### src/lcfh_pkg.sv
// Constants and types for the local command frame handler.
// Assumes byte-wide receive and transmit streams on one 40 MHz clock.
package lcfh_pkg;
	localparam logic [7:0] DELIM = 8'h7e;
	localparam logic [7:0] CSUM_TARGET = 8'hff;
	localparam logic [7:0] TYPE_IMM = 8'h08;
	localparam logic [7:0] TYPE_QUE = 8'h09;
	localparam logic [7:0] TYPE_RESP = 8'h88;
	localparam logic [7:0] TYPE_STAT = 8'h8a;
	localparam logic [15:0] MIN_LEN = 16'h0004;
	localparam logic [15:0] CMD_APPLY = 16'h4143;
	localparam logic [15:0] CMD_TEMP = 16'h5450;
	localparam int NSLOT = 2;
	localparam logic [NSLOT-1:0][15:0] SLOT_CMD = {16'h4150, 16'h4244};
	localparam logic [NSLOT-1:0][7:0] SLOT_RST = {8'h01, 8'h03};
	localparam logic [7:0] ST_OK = 8'h00;
	localparam logic [7:0] ST_BAD_CMD = 8'h02;
	localparam logic [7:0] ST_BAD_PARAM = 8'h03;
	localparam int NSTAT = 6;
	localparam logic [NSTAT-1:0][7:0] STAT_CODE = {8'h0d, 8'h06, 8'h03, 8'h02, 8'h01, 8'h00};
	localparam logic [7:0] RESP_LEN_BASE = 8'h05;
	localparam logic [7:0] STAT_LEN = 8'h02;
	localparam logic [3:0] IDX_LENH = 4'h1;
	localparam logic [3:0] IDX_LEN = 4'h2;
	localparam logic [3:0] IDX_TYPE = 4'h3;
	localparam logic [3:0] IDX_FID = 4'h4;
	localparam logic [3:0] IDX_CMDH = 4'h5;
	localparam logic [3:0] IDX_CMDL = 4'h6;
	localparam logic [3:0] IDX_ST = 4'h7;
	localparam logic [3:0] IDX_D0 = 4'h8;
	localparam int FIFO_DEPTH = 32;
	localparam int BYTE_W = 8;

	typedef enum logic [2:0] {R_DELIM, R_LENH, R_LENL, R_BODY, R_CSUM, R_EXEC} lcfh_rx_e_t;

	typedef struct packed {
		logic valid;
		logic [7:0] data;
	} lcfh_byte_t;

	typedef struct packed {
		lcfh_rx_e_t rs;
		logic [15:0] len;
		logic [15:0] cnt;
		logic [7:0] sum;
		logic [7:0] ftype;
		logic [7:0] fid;
		logic [15:0] cmd;
		logic [7:0] val;
		logic has_val;
		logic [NSLOT-1:0][7:0] act;
		logic [NSLOT-1:0][7:0] pend;
		logic [NSLOT-1:0] pv;
		logic [NSTAT-1:0] stat_pend;
		logic rx_rdy;
		logic tx_busy;
		logic [3:0] tx_idx;
		logic [3:0] tx_last;
		logic [7:0] tx_sum;
		logic [7:0] r_type;
		logic [7:0] r_fid;
		logic [15:0] r_cmd;
		logic [7:0] r_st;
		logic [15:0] r_data;
		logic [1:0] r_dlen;
	} lcfh_state_t;
endpackage

### src/lcfh_fifo.sv
// Byte FIFO between the frame builder and the transmit stream.
// Assumes the drain side may stall for any time; read data leave a register.
`timescale 1ns/10ps
`default_nettype none
module lcfh_fifo #(
	parameter int W = 8,
	parameter int DEPTH = 32
) (
	input wire logic clk,
	input wire logic rst_n,
	input wire logic in_valid,
	input wire logic [W-1:0] in_data,
	output logic in_ready,
	output logic out_valid,
	output logic [W-1:0] out_data,
	input wire logic out_ready
);
	localparam int AW = $clog2(DEPTH);

	typedef struct packed {
		logic [DEPTH-1:0][W-1:0] mem;
		logic [AW-1:0] wp;
		logic [AW-1:0] rp;
		logic [AW:0] cnt;
		logic ov;
		logic [W-1:0] od;
	} lcfh_fifo_st_t;

	lcfh_fifo_st_t q, next_q;
	logic wr, rd;

	////////////////////////////////////////////////////////////////
	always_comb begin
		next_q = q;
		in_ready = (q.cnt != (AW+1)'(DEPTH));
		wr = in_valid && in_ready;
		// Refill the output register whenever it is empty or being taken
		rd = (q.cnt != '0) && (!q.ov || out_ready);
		if (out_ready) begin
			next_q.ov = 1'b0;
		end
		if (rd) begin
			next_q.ov = 1'b1;
			next_q.od = q.mem[q.rp];
			next_q.rp = q.rp + 1'b1;
		end
		if (wr) begin
			next_q.mem[q.wp] = in_data;
			next_q.wp = q.wp + 1'b1;
		end
		next_q.cnt = q.cnt + (AW+1)'(wr) - (AW+1)'(rd);
	end

	always_ff @(posedge clk or negedge rst_n) begin
		if (!rst_n) begin
			q <= '0;
		end else begin
			q <= next_q;
		end
	end

	assign out_valid = q.ov;
	assign out_data = q.od;
endmodule
`default_nettype wire

### src/lcfh_top.sv
// Local command frame handler: parses request frames, keeps parameters, builds answers.
// Assumes rx and tx are byte streams with valid/ready on clk; escaped framing is absent.
`timescale 1ns/10ps
`default_nettype none
module lcfh_top (
	input wire logic clk,
	input wire logic rst_n,
	input wire logic rx_valid,
	input wire logic [7:0] rx_data,
	output logic rx_ready,
	output logic tx_valid,
	output logic [7:0] tx_data,
	input wire logic tx_ready,
	input wire logic [15:0] temp_value,
	input wire logic [lcfh_pkg::NSTAT-1:1] status_event,
	output logic [7:0] serial_baud_setting,
	output logic [7:0] api_escape_mode_setting,
	output logic [lcfh_pkg::NSLOT-1:0] pending_flags
);
	import lcfh_pkg::*;

	lcfh_state_t q, next_q;
	logic acc, push, push_ok, csum_good, frame_ok, exec_go;
	logic [7:0] b, tx_byte, next_sum;
	logic [NSTAT-1:0] stat_clr;
	logic seen_type;
	logic [7:0] req_fid;

	////////////////////////////////////////////////////////////////
	// Receive parser, command execution and frame builder
	always_comb begin
		next_q = q;
		b = rx_data;
		acc = rx_valid && q.rx_rdy;
		next_sum = q.sum + b;
		csum_good = (next_sum == CSUM_TARGET);
		frame_ok = csum_good && (q.len >= MIN_LEN) &&
			(q.ftype == TYPE_IMM || q.ftype == TYPE_QUE);
		exec_go = (q.rs == R_EXEC) && !q.tx_busy;
		stat_clr = '0;
		if (acc) begin
			unique case (q.rs)
				R_DELIM: begin
					if (b == DELIM) begin
						next_q.rs = R_LENH;
					end
				end
				R_LENH: begin
					next_q.len[15:8] = b;
					next_q.rs = R_LENL;
				end
				R_LENL: begin
					next_q.len[7:0] = b;
					next_q.cnt = '0;
					next_q.sum = '0;
					next_q.has_val = 1'b0;
					next_q.ftype = '0;
					next_q.rs = ({q.len[15:8], b} == '0) ? R_CSUM : R_BODY;
				end
				R_BODY: begin
					next_q.sum = next_sum;
					next_q.cnt = q.cnt + 1'b1;
					unique case (q.cnt)
						16'h0000: next_q.ftype = b;
						16'h0001: next_q.fid = b;
						16'h0002: next_q.cmd[15:8] = b;
						16'h0003: next_q.cmd[7:0] = b;
						default: begin
							// Parameters are one byte wide; the last value byte wins
							next_q.val = b;
							next_q.has_val = 1'b1;
						end
					endcase
					if (q.cnt + 1'b1 == q.len) begin
						next_q.rs = R_CSUM;
					end
				end
				R_CSUM: begin
					next_q.rs = frame_ok ? R_EXEC : R_DELIM;
				end
				default: begin
				end
			endcase
		end
		if (exec_go) begin
			next_q.rs = R_DELIM;
			next_q.r_type = TYPE_RESP;
			next_q.r_fid = q.fid;
			next_q.r_cmd = q.cmd;
			next_q.r_st = ST_OK;
			next_q.r_data = '0;
			next_q.r_dlen = 2'd0;
			// Any immediate frame releases queued values before its own set
			if (q.ftype == TYPE_IMM) begin
				for (int i = 0; i < NSLOT; i++) begin
					if (q.pv[i]) begin
						next_q.act[i] = q.pend[i];
					end
				end
				next_q.pv = '0;
			end
			if (q.cmd == CMD_APPLY) begin
				for (int i = 0; i < NSLOT; i++) begin
					if (q.pv[i]) begin
						next_q.act[i] = q.pend[i];
					end
				end
				next_q.pv = '0;
			end else if (q.cmd == CMD_TEMP) begin
				if (q.has_val) begin
					next_q.r_st = ST_BAD_PARAM;
				end else begin
					next_q.r_data = temp_value;
					next_q.r_dlen = 2'd2;
				end
			end else begin
				next_q.r_st = ST_BAD_CMD;
				for (int i = 0; i < NSLOT; i++) begin
					if (q.cmd == SLOT_CMD[i]) begin
						next_q.r_st = ST_OK;
						if (!q.has_val) begin
							// Queries return the active value on both types
							next_q.r_data = {8'h00, q.act[i]};
							next_q.r_dlen = 2'd1;
						end else if (q.ftype == TYPE_IMM) begin
							next_q.act[i] = q.val;
						end else begin
							next_q.pend[i] = q.val;
							next_q.pv[i] = 1'b1;
						end
					end
				end
			end
			if (q.fid != '0) begin
				next_q.tx_busy = 1'b1;
				next_q.tx_idx = '0;
				next_q.tx_sum = '0;
				next_q.tx_last = IDX_TYPE + 4'(RESP_LEN_BASE) + {2'b00, next_q.r_dlen};
			end
		end else if (!q.tx_busy && q.rs != R_EXEC && q.stat_pend != '0) begin
			// Status frames wait while an answer is due, so answers keep order
			for (int i = NSTAT - 1; i >= 0; i--) begin
				if (q.stat_pend[i]) begin
					next_q.r_fid = STAT_CODE[i];
					stat_clr = '0;
					stat_clr[i] = 1'b1;
				end
			end
			next_q.r_type = TYPE_STAT;
			next_q.tx_busy = 1'b1;
			next_q.tx_idx = '0;
			next_q.tx_sum = '0;
			next_q.tx_last = IDX_TYPE + 4'(STAT_LEN);
		end
		// A new event in the clearing cycle stays pending
		next_q.stat_pend = (q.stat_pend & ~stat_clr) | {status_event, 1'b0};
		// Frame builder; the FIFO's ready stalls it
		tx_byte = '0;
		unique case (q.tx_idx)
			4'h0: tx_byte = DELIM;
			// Frames stay short, so the high length byte is always zero
			IDX_LENH: tx_byte = 8'h00;
			IDX_LEN: tx_byte = (q.r_type == TYPE_STAT) ? STAT_LEN : RESP_LEN_BASE + {6'h00, q.r_dlen};
			IDX_TYPE: tx_byte = q.r_type;
			IDX_FID: tx_byte = q.r_fid;
			IDX_CMDH: tx_byte = q.r_cmd[15:8];
			IDX_CMDL: tx_byte = q.r_cmd[7:0];
			IDX_ST: tx_byte = q.r_st;
			IDX_D0: tx_byte = (q.r_dlen == 2'd2) ? q.r_data[15:8] : q.r_data[7:0];
			default: tx_byte = q.r_data[7:0];
		endcase
		if (q.tx_idx == q.tx_last) begin
			tx_byte = CSUM_TARGET - q.tx_sum;
		end
		push = q.tx_busy;
		if (push && push_ok) begin
			next_q.tx_idx = q.tx_idx + 1'b1;
			if (q.tx_idx >= IDX_TYPE) begin
				next_q.tx_sum = q.tx_sum + tx_byte;
			end
			if (q.tx_idx == q.tx_last) begin
				next_q.tx_busy = 1'b0;
			end
		end
		next_q.rx_rdy = (next_q.rs != R_EXEC);
	end

	always_ff @(posedge clk or negedge rst_n) begin
		if (!rst_n) begin
			q <= '0;
			q.rs <= R_DELIM;
			q.act <= SLOT_RST;
			q.stat_pend <= NSTAT'(1);
			q.rx_rdy <= 1'b1;
		end else begin
			q <= next_q;
		end
	end

	////////////////////////////////////////////////////////////////
	lcfh_fifo #(.W(BYTE_W), .DEPTH(FIFO_DEPTH)) u_fifo (
		.clk(clk),
		.rst_n(rst_n),
		.in_valid(push),
		.in_data(tx_byte),
		.in_ready(push_ok),
		.out_valid(tx_valid),
		.out_data(tx_data),
		.out_ready(tx_ready)
	);

	assign rx_ready = q.rx_rdy;
	assign serial_baud_setting = q.act[0];
	assign api_escape_mode_setting = q.act[1];
	assign pending_flags = q.pv;

	////////////////////////////////////////////////////////////////
	// Checks
	// Marks the first identifier byte pushed, and keeps the identifier of the request being answered
	always_ff @(posedge clk or negedge rst_n) begin
		if (!rst_n) begin
			seen_type <= 1'b0;
			req_fid <= '0;
		end else begin
			if (push && push_ok && q.tx_idx == IDX_FID) begin
				seen_type <= 1'b1;
			end
			if (exec_go) begin
				req_fid <= q.fid;
			end
		end
	end

	property p_bad_csum;
		@(posedge clk) disable iff (!rst_n)
		(q.rs == R_CSUM && acc && !csum_good && !q.tx_busy && q.stat_pend == '0)
		|=> (q.rs == R_DELIM) && !q.tx_busy;
	endproperty
	a_bad_csum: assert property (p_bad_csum) else $error("bad checksum frame not dropped");

	property p_short;
		@(posedge clk) disable iff (!rst_n)
		(q.rs == R_CSUM && acc && q.len < MIN_LEN) |=> (q.rs == R_DELIM) ##1 $stable(q.act);
	endproperty
	a_short: assert property (p_short) else $error("short frame not dropped");

	property p_imm_type;
		@(posedge clk) disable iff (!rst_n)
		(q.rs == R_CSUM && acc && csum_good && q.len >= MIN_LEN && q.ftype == TYPE_IMM)
		|=> (q.rs == R_EXEC) && !rx_ready;
	endproperty
	a_imm_type: assert property (p_imm_type) else $error("immediate frame not executed");

	property p_fid_zero;
		@(posedge clk) disable iff (!rst_n)
		(exec_go && q.fid == '0 && q.stat_pend == '0) |=> !q.tx_busy;
	endproperty
	a_fid_zero: assert property (p_fid_zero) else $error("answer sent for zero identifier");

	property p_imm_set;
		@(posedge clk) disable iff (!rst_n)
		(exec_go && q.ftype == TYPE_IMM && q.has_val && q.cmd == SLOT_CMD[0])
		|=> serial_baud_setting == $past(q.val);
	endproperty
	a_imm_set: assert property (p_imm_set) else $error("immediate set not applied");

	property p_que_set;
		@(posedge clk) disable iff (!rst_n)
		(exec_go && q.ftype == TYPE_QUE && q.has_val && q.cmd == SLOT_CMD[0])
		|=> $stable(serial_baud_setting) && pending_flags[0];
	endproperty
	a_que_set: assert property (p_que_set) else $error("queued set applied early");

	property p_echo;
		@(posedge clk) disable iff (!rst_n)
		(push && q.tx_idx == IDX_FID && q.r_type == TYPE_RESP) |-> tx_byte == req_fid;
	endproperty
	a_echo: assert property (p_echo) else $error("identifier not echoed");

	property p_out_csum;
		@(posedge clk) disable iff (!rst_n)
		(push && q.tx_idx == q.tx_last) |-> 8'(tx_byte + q.tx_sum) == CSUM_TARGET;
	endproperty
	a_out_csum: assert property (p_out_csum) else $error("sent checksum wrong");

	property p_boot;
		@(posedge clk) disable iff (!rst_n)
		(push && !seen_type && q.tx_idx == IDX_FID) |-> tx_byte == STAT_CODE[0];
	endproperty
	a_boot: assert property (p_boot) else $error("first frame is not the boot status");

	property p_len_high;
		@(posedge clk) disable iff (!rst_n)
		(push && q.tx_idx == IDX_LENH) |-> tx_byte == 8'h00;
	endproperty
	a_len_high: assert property (p_len_high) else $error("length high byte not zero");

	property p_len_low;
		@(posedge clk) disable iff (!rst_n)
		(push && q.tx_idx == IDX_LEN) |-> tx_byte == {4'h0, q.tx_last - IDX_TYPE};
	endproperty
	a_len_low: assert property (p_len_low) else $error("length byte does not match frame");

	property p_apply;
		@(posedge clk) disable iff (!rst_n)
		(exec_go && q.cmd == CMD_APPLY) |=> pending_flags == '0;
	endproperty
	a_apply: assert property (p_apply) else $error("apply left values pending");

	// While a baud value is pending, nothing but an executed frame may move serial_baud_setting
	property p_hold;
		@(posedge clk) disable iff (!rst_n)
		(pending_flags[0] && !exec_go) |=> $stable(serial_baud_setting);
	endproperty
	a_hold: assert property (p_hold) else $error("pending value changed active setting");

	c_resp: cover property (@(posedge clk) disable iff (!rst_n) push && q.r_type == TYPE_RESP && q.tx_idx == IDX_ST);
	c_stat: cover property (@(posedge clk) disable iff (!rst_n) push && q.r_type == TYPE_STAT && q.tx_idx == IDX_FID);
	c_queue: cover property (@(posedge clk) disable iff (!rst_n) exec_go && q.ftype == TYPE_QUE && q.has_val);
	c_badsum: cover property (@(posedge clk) disable iff (!rst_n) q.rs == R_CSUM && acc && !csum_good);
	c_apply: cover property (@(posedge clk) disable iff (!rst_n) exec_go && q.cmd == CMD_APPLY);
endmodule
`default_nettype wire

### config.mk
export PLATFORM = sky130hd
export DESIGN_NAME = lcfh_top
export DESIGN_NICKNAME = d
export VERILOG_FILES = /design/src/lcfh_pkg.sv /design/src/lcfh_fifo.sv /design/src/lcfh_top.sv
export SDC_FILE = /design/constraint.sdc
export NUM_CORES = 1
export LEC_CHECK = 0
export ABC_AREA = 0
export CORE_MARGIN = 8
export CORE_UTILIZATION = 69
export CTS_CLUSTER_SIZE = 8
export DETAILED_ROUTE_END_ITERATION = 10
export DONT_BUFFER_PORTS = 1
export PLACE_DENSITY_LB_ADDON = 0.08
export REMOVE_ABC_BUFFERS = 1
export SLEW_MARGIN = 20
export SYNTH_ARGS = -nofsm -noshare
export SYNTH_HDL_FRONTEND = slang
export SYNTH_SLANG_ARGS = --single-unit
### constraint.sdc
create_clock -name clk -period 6.4 [get_ports clk]
set_input_delay 0.64 -clock clk [delete_from_list [all_inputs] [get_ports clk]]
set_output_delay 0.64 -clock clk [all_outputs]
set_load 0.01 [all_outputs]
Word-level counts from Yosys, hierarchy flattened. Index checks and enable logic that the tools add are counted.

Flip-flop bits (word level): 481. Output and inout bits: 28. Word-level logic and storage cells: 248.

Add/subtract/negate cells: 11. $lt $le $gt $ge: 5. Eq/ne operators: 35. Muxes and demuxes: 85. Bitwise operators: 7. Reduce and logical (&&, ||, !) cells: 40.

Operators by type and width (count): 8-bit two-way mux (34); 256-bit bitwise mux (1); 26-bit two-way mux (4); 84-bit two-way mux (1); 8-bit case mux with 9 select lines (1); 33-bit two-way mux (2); 16-bit by 15-bit equality test with 1-bit output (second input constant) (4); 32-bit case mux with 2 select lines (1); 6-bit two-way mux (8); 8-bit binary-select mux with 5-bit select (1); 8-bit demux with 5-bit select (1); 18-bit two-way mux (2); 34-bit two-way mux (1); 16-bit by 2-bit equality test with 1-bit output (second input constant) (2); 16-bit zero test (2); 16-bit two-way mux (2); 32-bit two-way mux (1); 20-bit two-way mux (1); 9-bit two-way mux (2); 3-bit AND reduction (6); 17-bit two-way mux (1); 16-bit by 1-bit adder with 16-bit output (second input constant) (1); 8-bit adder (2); 16-bit by 1-bit equality test with 1-bit output (second input constant) (1); other kinds (54) (101).

Longest topological paths before layout.
Depth in word-level cells: 12. Depth in mapped cells: 18.

Modules after synthesis. From an unflattened synthesis, not the netlist that was laid out.

Cell total of the unflattened synthesis: 1898. Area, all modules: 23317.4 um2.

Modules (own cells, without submodules): lcfh_fifo (instances 1, cells an instance 896, area an instance 13210.2 um2, sequential area each 7031.7 um2); lcfh_top (instances 1, cells an instance 1002, area an instance 10107.2 um2, sequential area each 4710.8 um2).

Worst setup path before layout. Ideal clock, no wire load.

Path kind: flip-flop to flip-flop. Start: register q[70] (netlist bit). End: register q[64] (netlist bit). Data arrival time: 3.434 ns. Path slack: 2.835 ns. Stages on the path, launching flop included: 19. Path buffers: 2. Cell sequence: dfrtp_1 inv_1 ha_1 buf_2 a22o_1 a221oi_1 o22ai_1 a221oi_1 mux2_2 clkbuf_1 inv_1 ha_1 fa_1 a21o_1 a21oi_1 o21bai_1 a21oi_1 xor2_1 o21ai_0.

RTL lines: start, declared (RTL line lcfh_top.sv:22) `lcfh_state_t q, next_q;`; start signal, assigned (RTL line lcfh_top.sv:196) `q <= next_q;`.

==> metrics <==
routed len/inst=21.2 um; flops & latches, synth=around 470; clk sink count=469; crit path max-delay cell type=mux2_2; Setup Viol. Count Final=0; worst-path cell chain=inv_1 > ha_1 > nor2b_1 > nand2_1 > o221ai_1 > a221oi_1 > mux2_2 > inv_1 > ha_1 > fa_1 > a21o_1 > a21oi_1 > o21bai_1 > a21oi_1 > xor2_1 > o21ai_0; Top FF cell, synth=dfrtp_1; CTS tree=built; Placed Cells=2371; grt total ovfl=0; Reg clk slew, reported paths=0.05 ns; Tot GR Track Use=approximately 28%; Starting Density=between 60 and 70%; async set-reset flop share out of synthesis=100%; Max VDD drop=~0.00029 V; outcome=finished, violations left; critical path peak fanout=33; area of the mapped netlist=between 20000 and 25000 sq um; Buffers on Ports=0; Post-synth EDFFs=0; Fin Hold WS=-0.213 ns; Die ar.=roughly 39000 sq um; cts bufs inserted=68; vias in the first global route=roughly 16000; postcts setup bufs=0; Hold Crit Class=in -> async; initial antenna violation count=3; Req. time, crit path=about 6.8 ns; Post-Synthesis Mean Instance Area=around 11 sq um; H-tree depth=3; Buf/Inv on CP=2; Resized Gates After CTS=0; Cell Pwr Density=between 400 and 500 nW/um^2; Tmin final=roughly 4.3 ns; Slew Viols, Final=0; CP Depth=16; setup tns final=0 ns; vias=approximately 16000; Peak Freq=0.235 GHz; Core Box Area=approximately 32000 sq um; fin crit share=66.5%; Crit path max-delay family=compound AO/OA/AOI/OAI gates; DRC viols=0; Max Cap Violations=0; layout cells sized above 1=15.3%; CP peak stage delay=approximately 0.61 ns; Layout area overhead=8.17%; final worst slack=2.14 ns; Final Hold Viols=464; Clock Latency Late Sink=about 0.57 ns; final WL=between 50000 and 60000 um; Final Core Density=75.2%; pre-CTS WS=between 1.5 and 2 ns; clock tree buffer depth=3; Critical Path Start Type=register; drt first pass iters=5; nets=between 2000 and 2500; Worst Path Arrival=about 4.7 ns; drt initial violations=between 1000 and 1500; Die Height=~200 um; unrepaired setup endpoints after global routing=false; DR vias/cell=around 6.4; Ys Warns=0; final std cells w/o fill=about 2500; failing checks=hold timing; Worst Reg-to-Reg Cells=16; Rel. slew slack=between 20% and 30%; Die X=a little under 200 um; post-synthesis sequential area ratio=52.3%; GPL Wtd Cong=approximately 0.9; measured slew at the worst slew-check pin=between 1 and 1.5 ns; # IOs=61; row count=66; LEAKAGE=0.0108 uW; first-pass GRT wire length=approximately 87000 um; largest net degree at the start of global routing=470; worst setup path class=reg -> reg; most frequent cells in the layout=462 x dfrtp_1, 410 x nand2_1, 286 x o21ai_0; post-DP HPWL=32900 um; Clock Skew=approximately 0.021 ns; CTS Root Cell=clkbuf_16; cells after synthesis=2067; most common cell after layout, fill and taps aside=dfrtp_1; Final ANT Viol Nets=0; Distinct cells, synth=between 70 and 80; crit end category=register
-- worst paths after layout --
check | startpoint | end | slack (ns)
setup / recovery | q[70] | q[64] | 2.14
hold / removal | rst_n | u_fifo.q[32] | -0.21
setup reg to reg | q[70] | q[64] | 2.14
hold reg to reg | u_fifo.q[228] | u_fifo.q[228] | 0.47
max in group asynchronous | rst_n | q[155] | 6.14
min in group clk | status_event[5] | q[81] | 0.18
-- routing by layer --
metal	share of wire (%)	track usage, %	routed length [um]
met5	0.035	0	18
met4	3.1	10.8	1640
met3	5.5	5.51	2880
met1	41	36.4	21300
met2	50	46.7	26300
-- synthesized netlist by cell type, drive strengths merged (8+ instances only) --
cell,n,area share (%)
a21o,12,0.40
a21oi,51,1.1
a221o,8,0.36
a22o,22,0.86
a22oi,11,0.37
a2bb2oi,9,0.35
and2,9,0.25
and3,9,0.25
buf,51,1.4
clkbuf,101,1.7
dfrtp,464,52
ha,38,2.1
inv,42,0.70
mux2,101,5.1
mux2i,30,1.3
mux4,80,8.0
nand2,411,6.9
nand2b,9,0.25
nand3,36,0.82
nand4,12,0.33
nor2,78,1.3
nor3,21,0.56
nor4,14,0.39
o21ai,288,6.4
o31ai,11,0.37
o41ai,8,0.46
xnor2,20,0.78
xor2,25,0.98
-- power breakdown --
part | internal, uW | switching, uW | total, uW
clock network | 1960 | 1200 | 3170
logic | 1680 | 2070 | 3750
registers | 3890 | 830 | 4720
total | 7530 | 4100 | 11600
-- state kept, by name, summed over array words and instances (netlist names) --
signal	flops
api_escape_mode_setting	8
pending_flags	2
push	1
q	168
rx_ready	1
serial_baud_setting	8
u_fifo.out_data	8
u_fifo.out_valid	1
u_fifo.q	272
-- through the flow --
| stage | instance area (sq um) | total power, uW |
|---|---|---|
| 6_report | 24300 | 11600 |
| 2_1_floorplan | 21800 | 7280 |
| 3_5_place_dp | 22400 | 8450 |
| 3_3_place_gp | 22400 | 8230 |
| 4_1_cts | 24300 | 11700 |
| 5_1_grt | 24300 | 12300 |
-- layout make-up --
class / count / area, sq um
sequential: 469 / 11700
antenna: 2 / 5.00
clock inverter: 2 / 13.8
tap: 442 / 553
multi-input combinational: 1404 / 9880
fill: 2159 / 8000
timing repair buffer: 14 / 105
clock buffer: 84 / 1830
inverter: 42 / 158
-- logic make-up (layout without fill, tap and decap cells) --
group	after synthesis	count (layout)	share of synthesized area, %
simple gates	643	643	12.9
flops	469	469	52.3
compound gates	463	463	12.4
mux	211	211	14.4
buf+inv	194	142	3.81
xor+xnor	46	46	1.86
fa+ha+maj	41	41	2.39
other cells	0	2	0
Power figures use the tool's default switching activity.
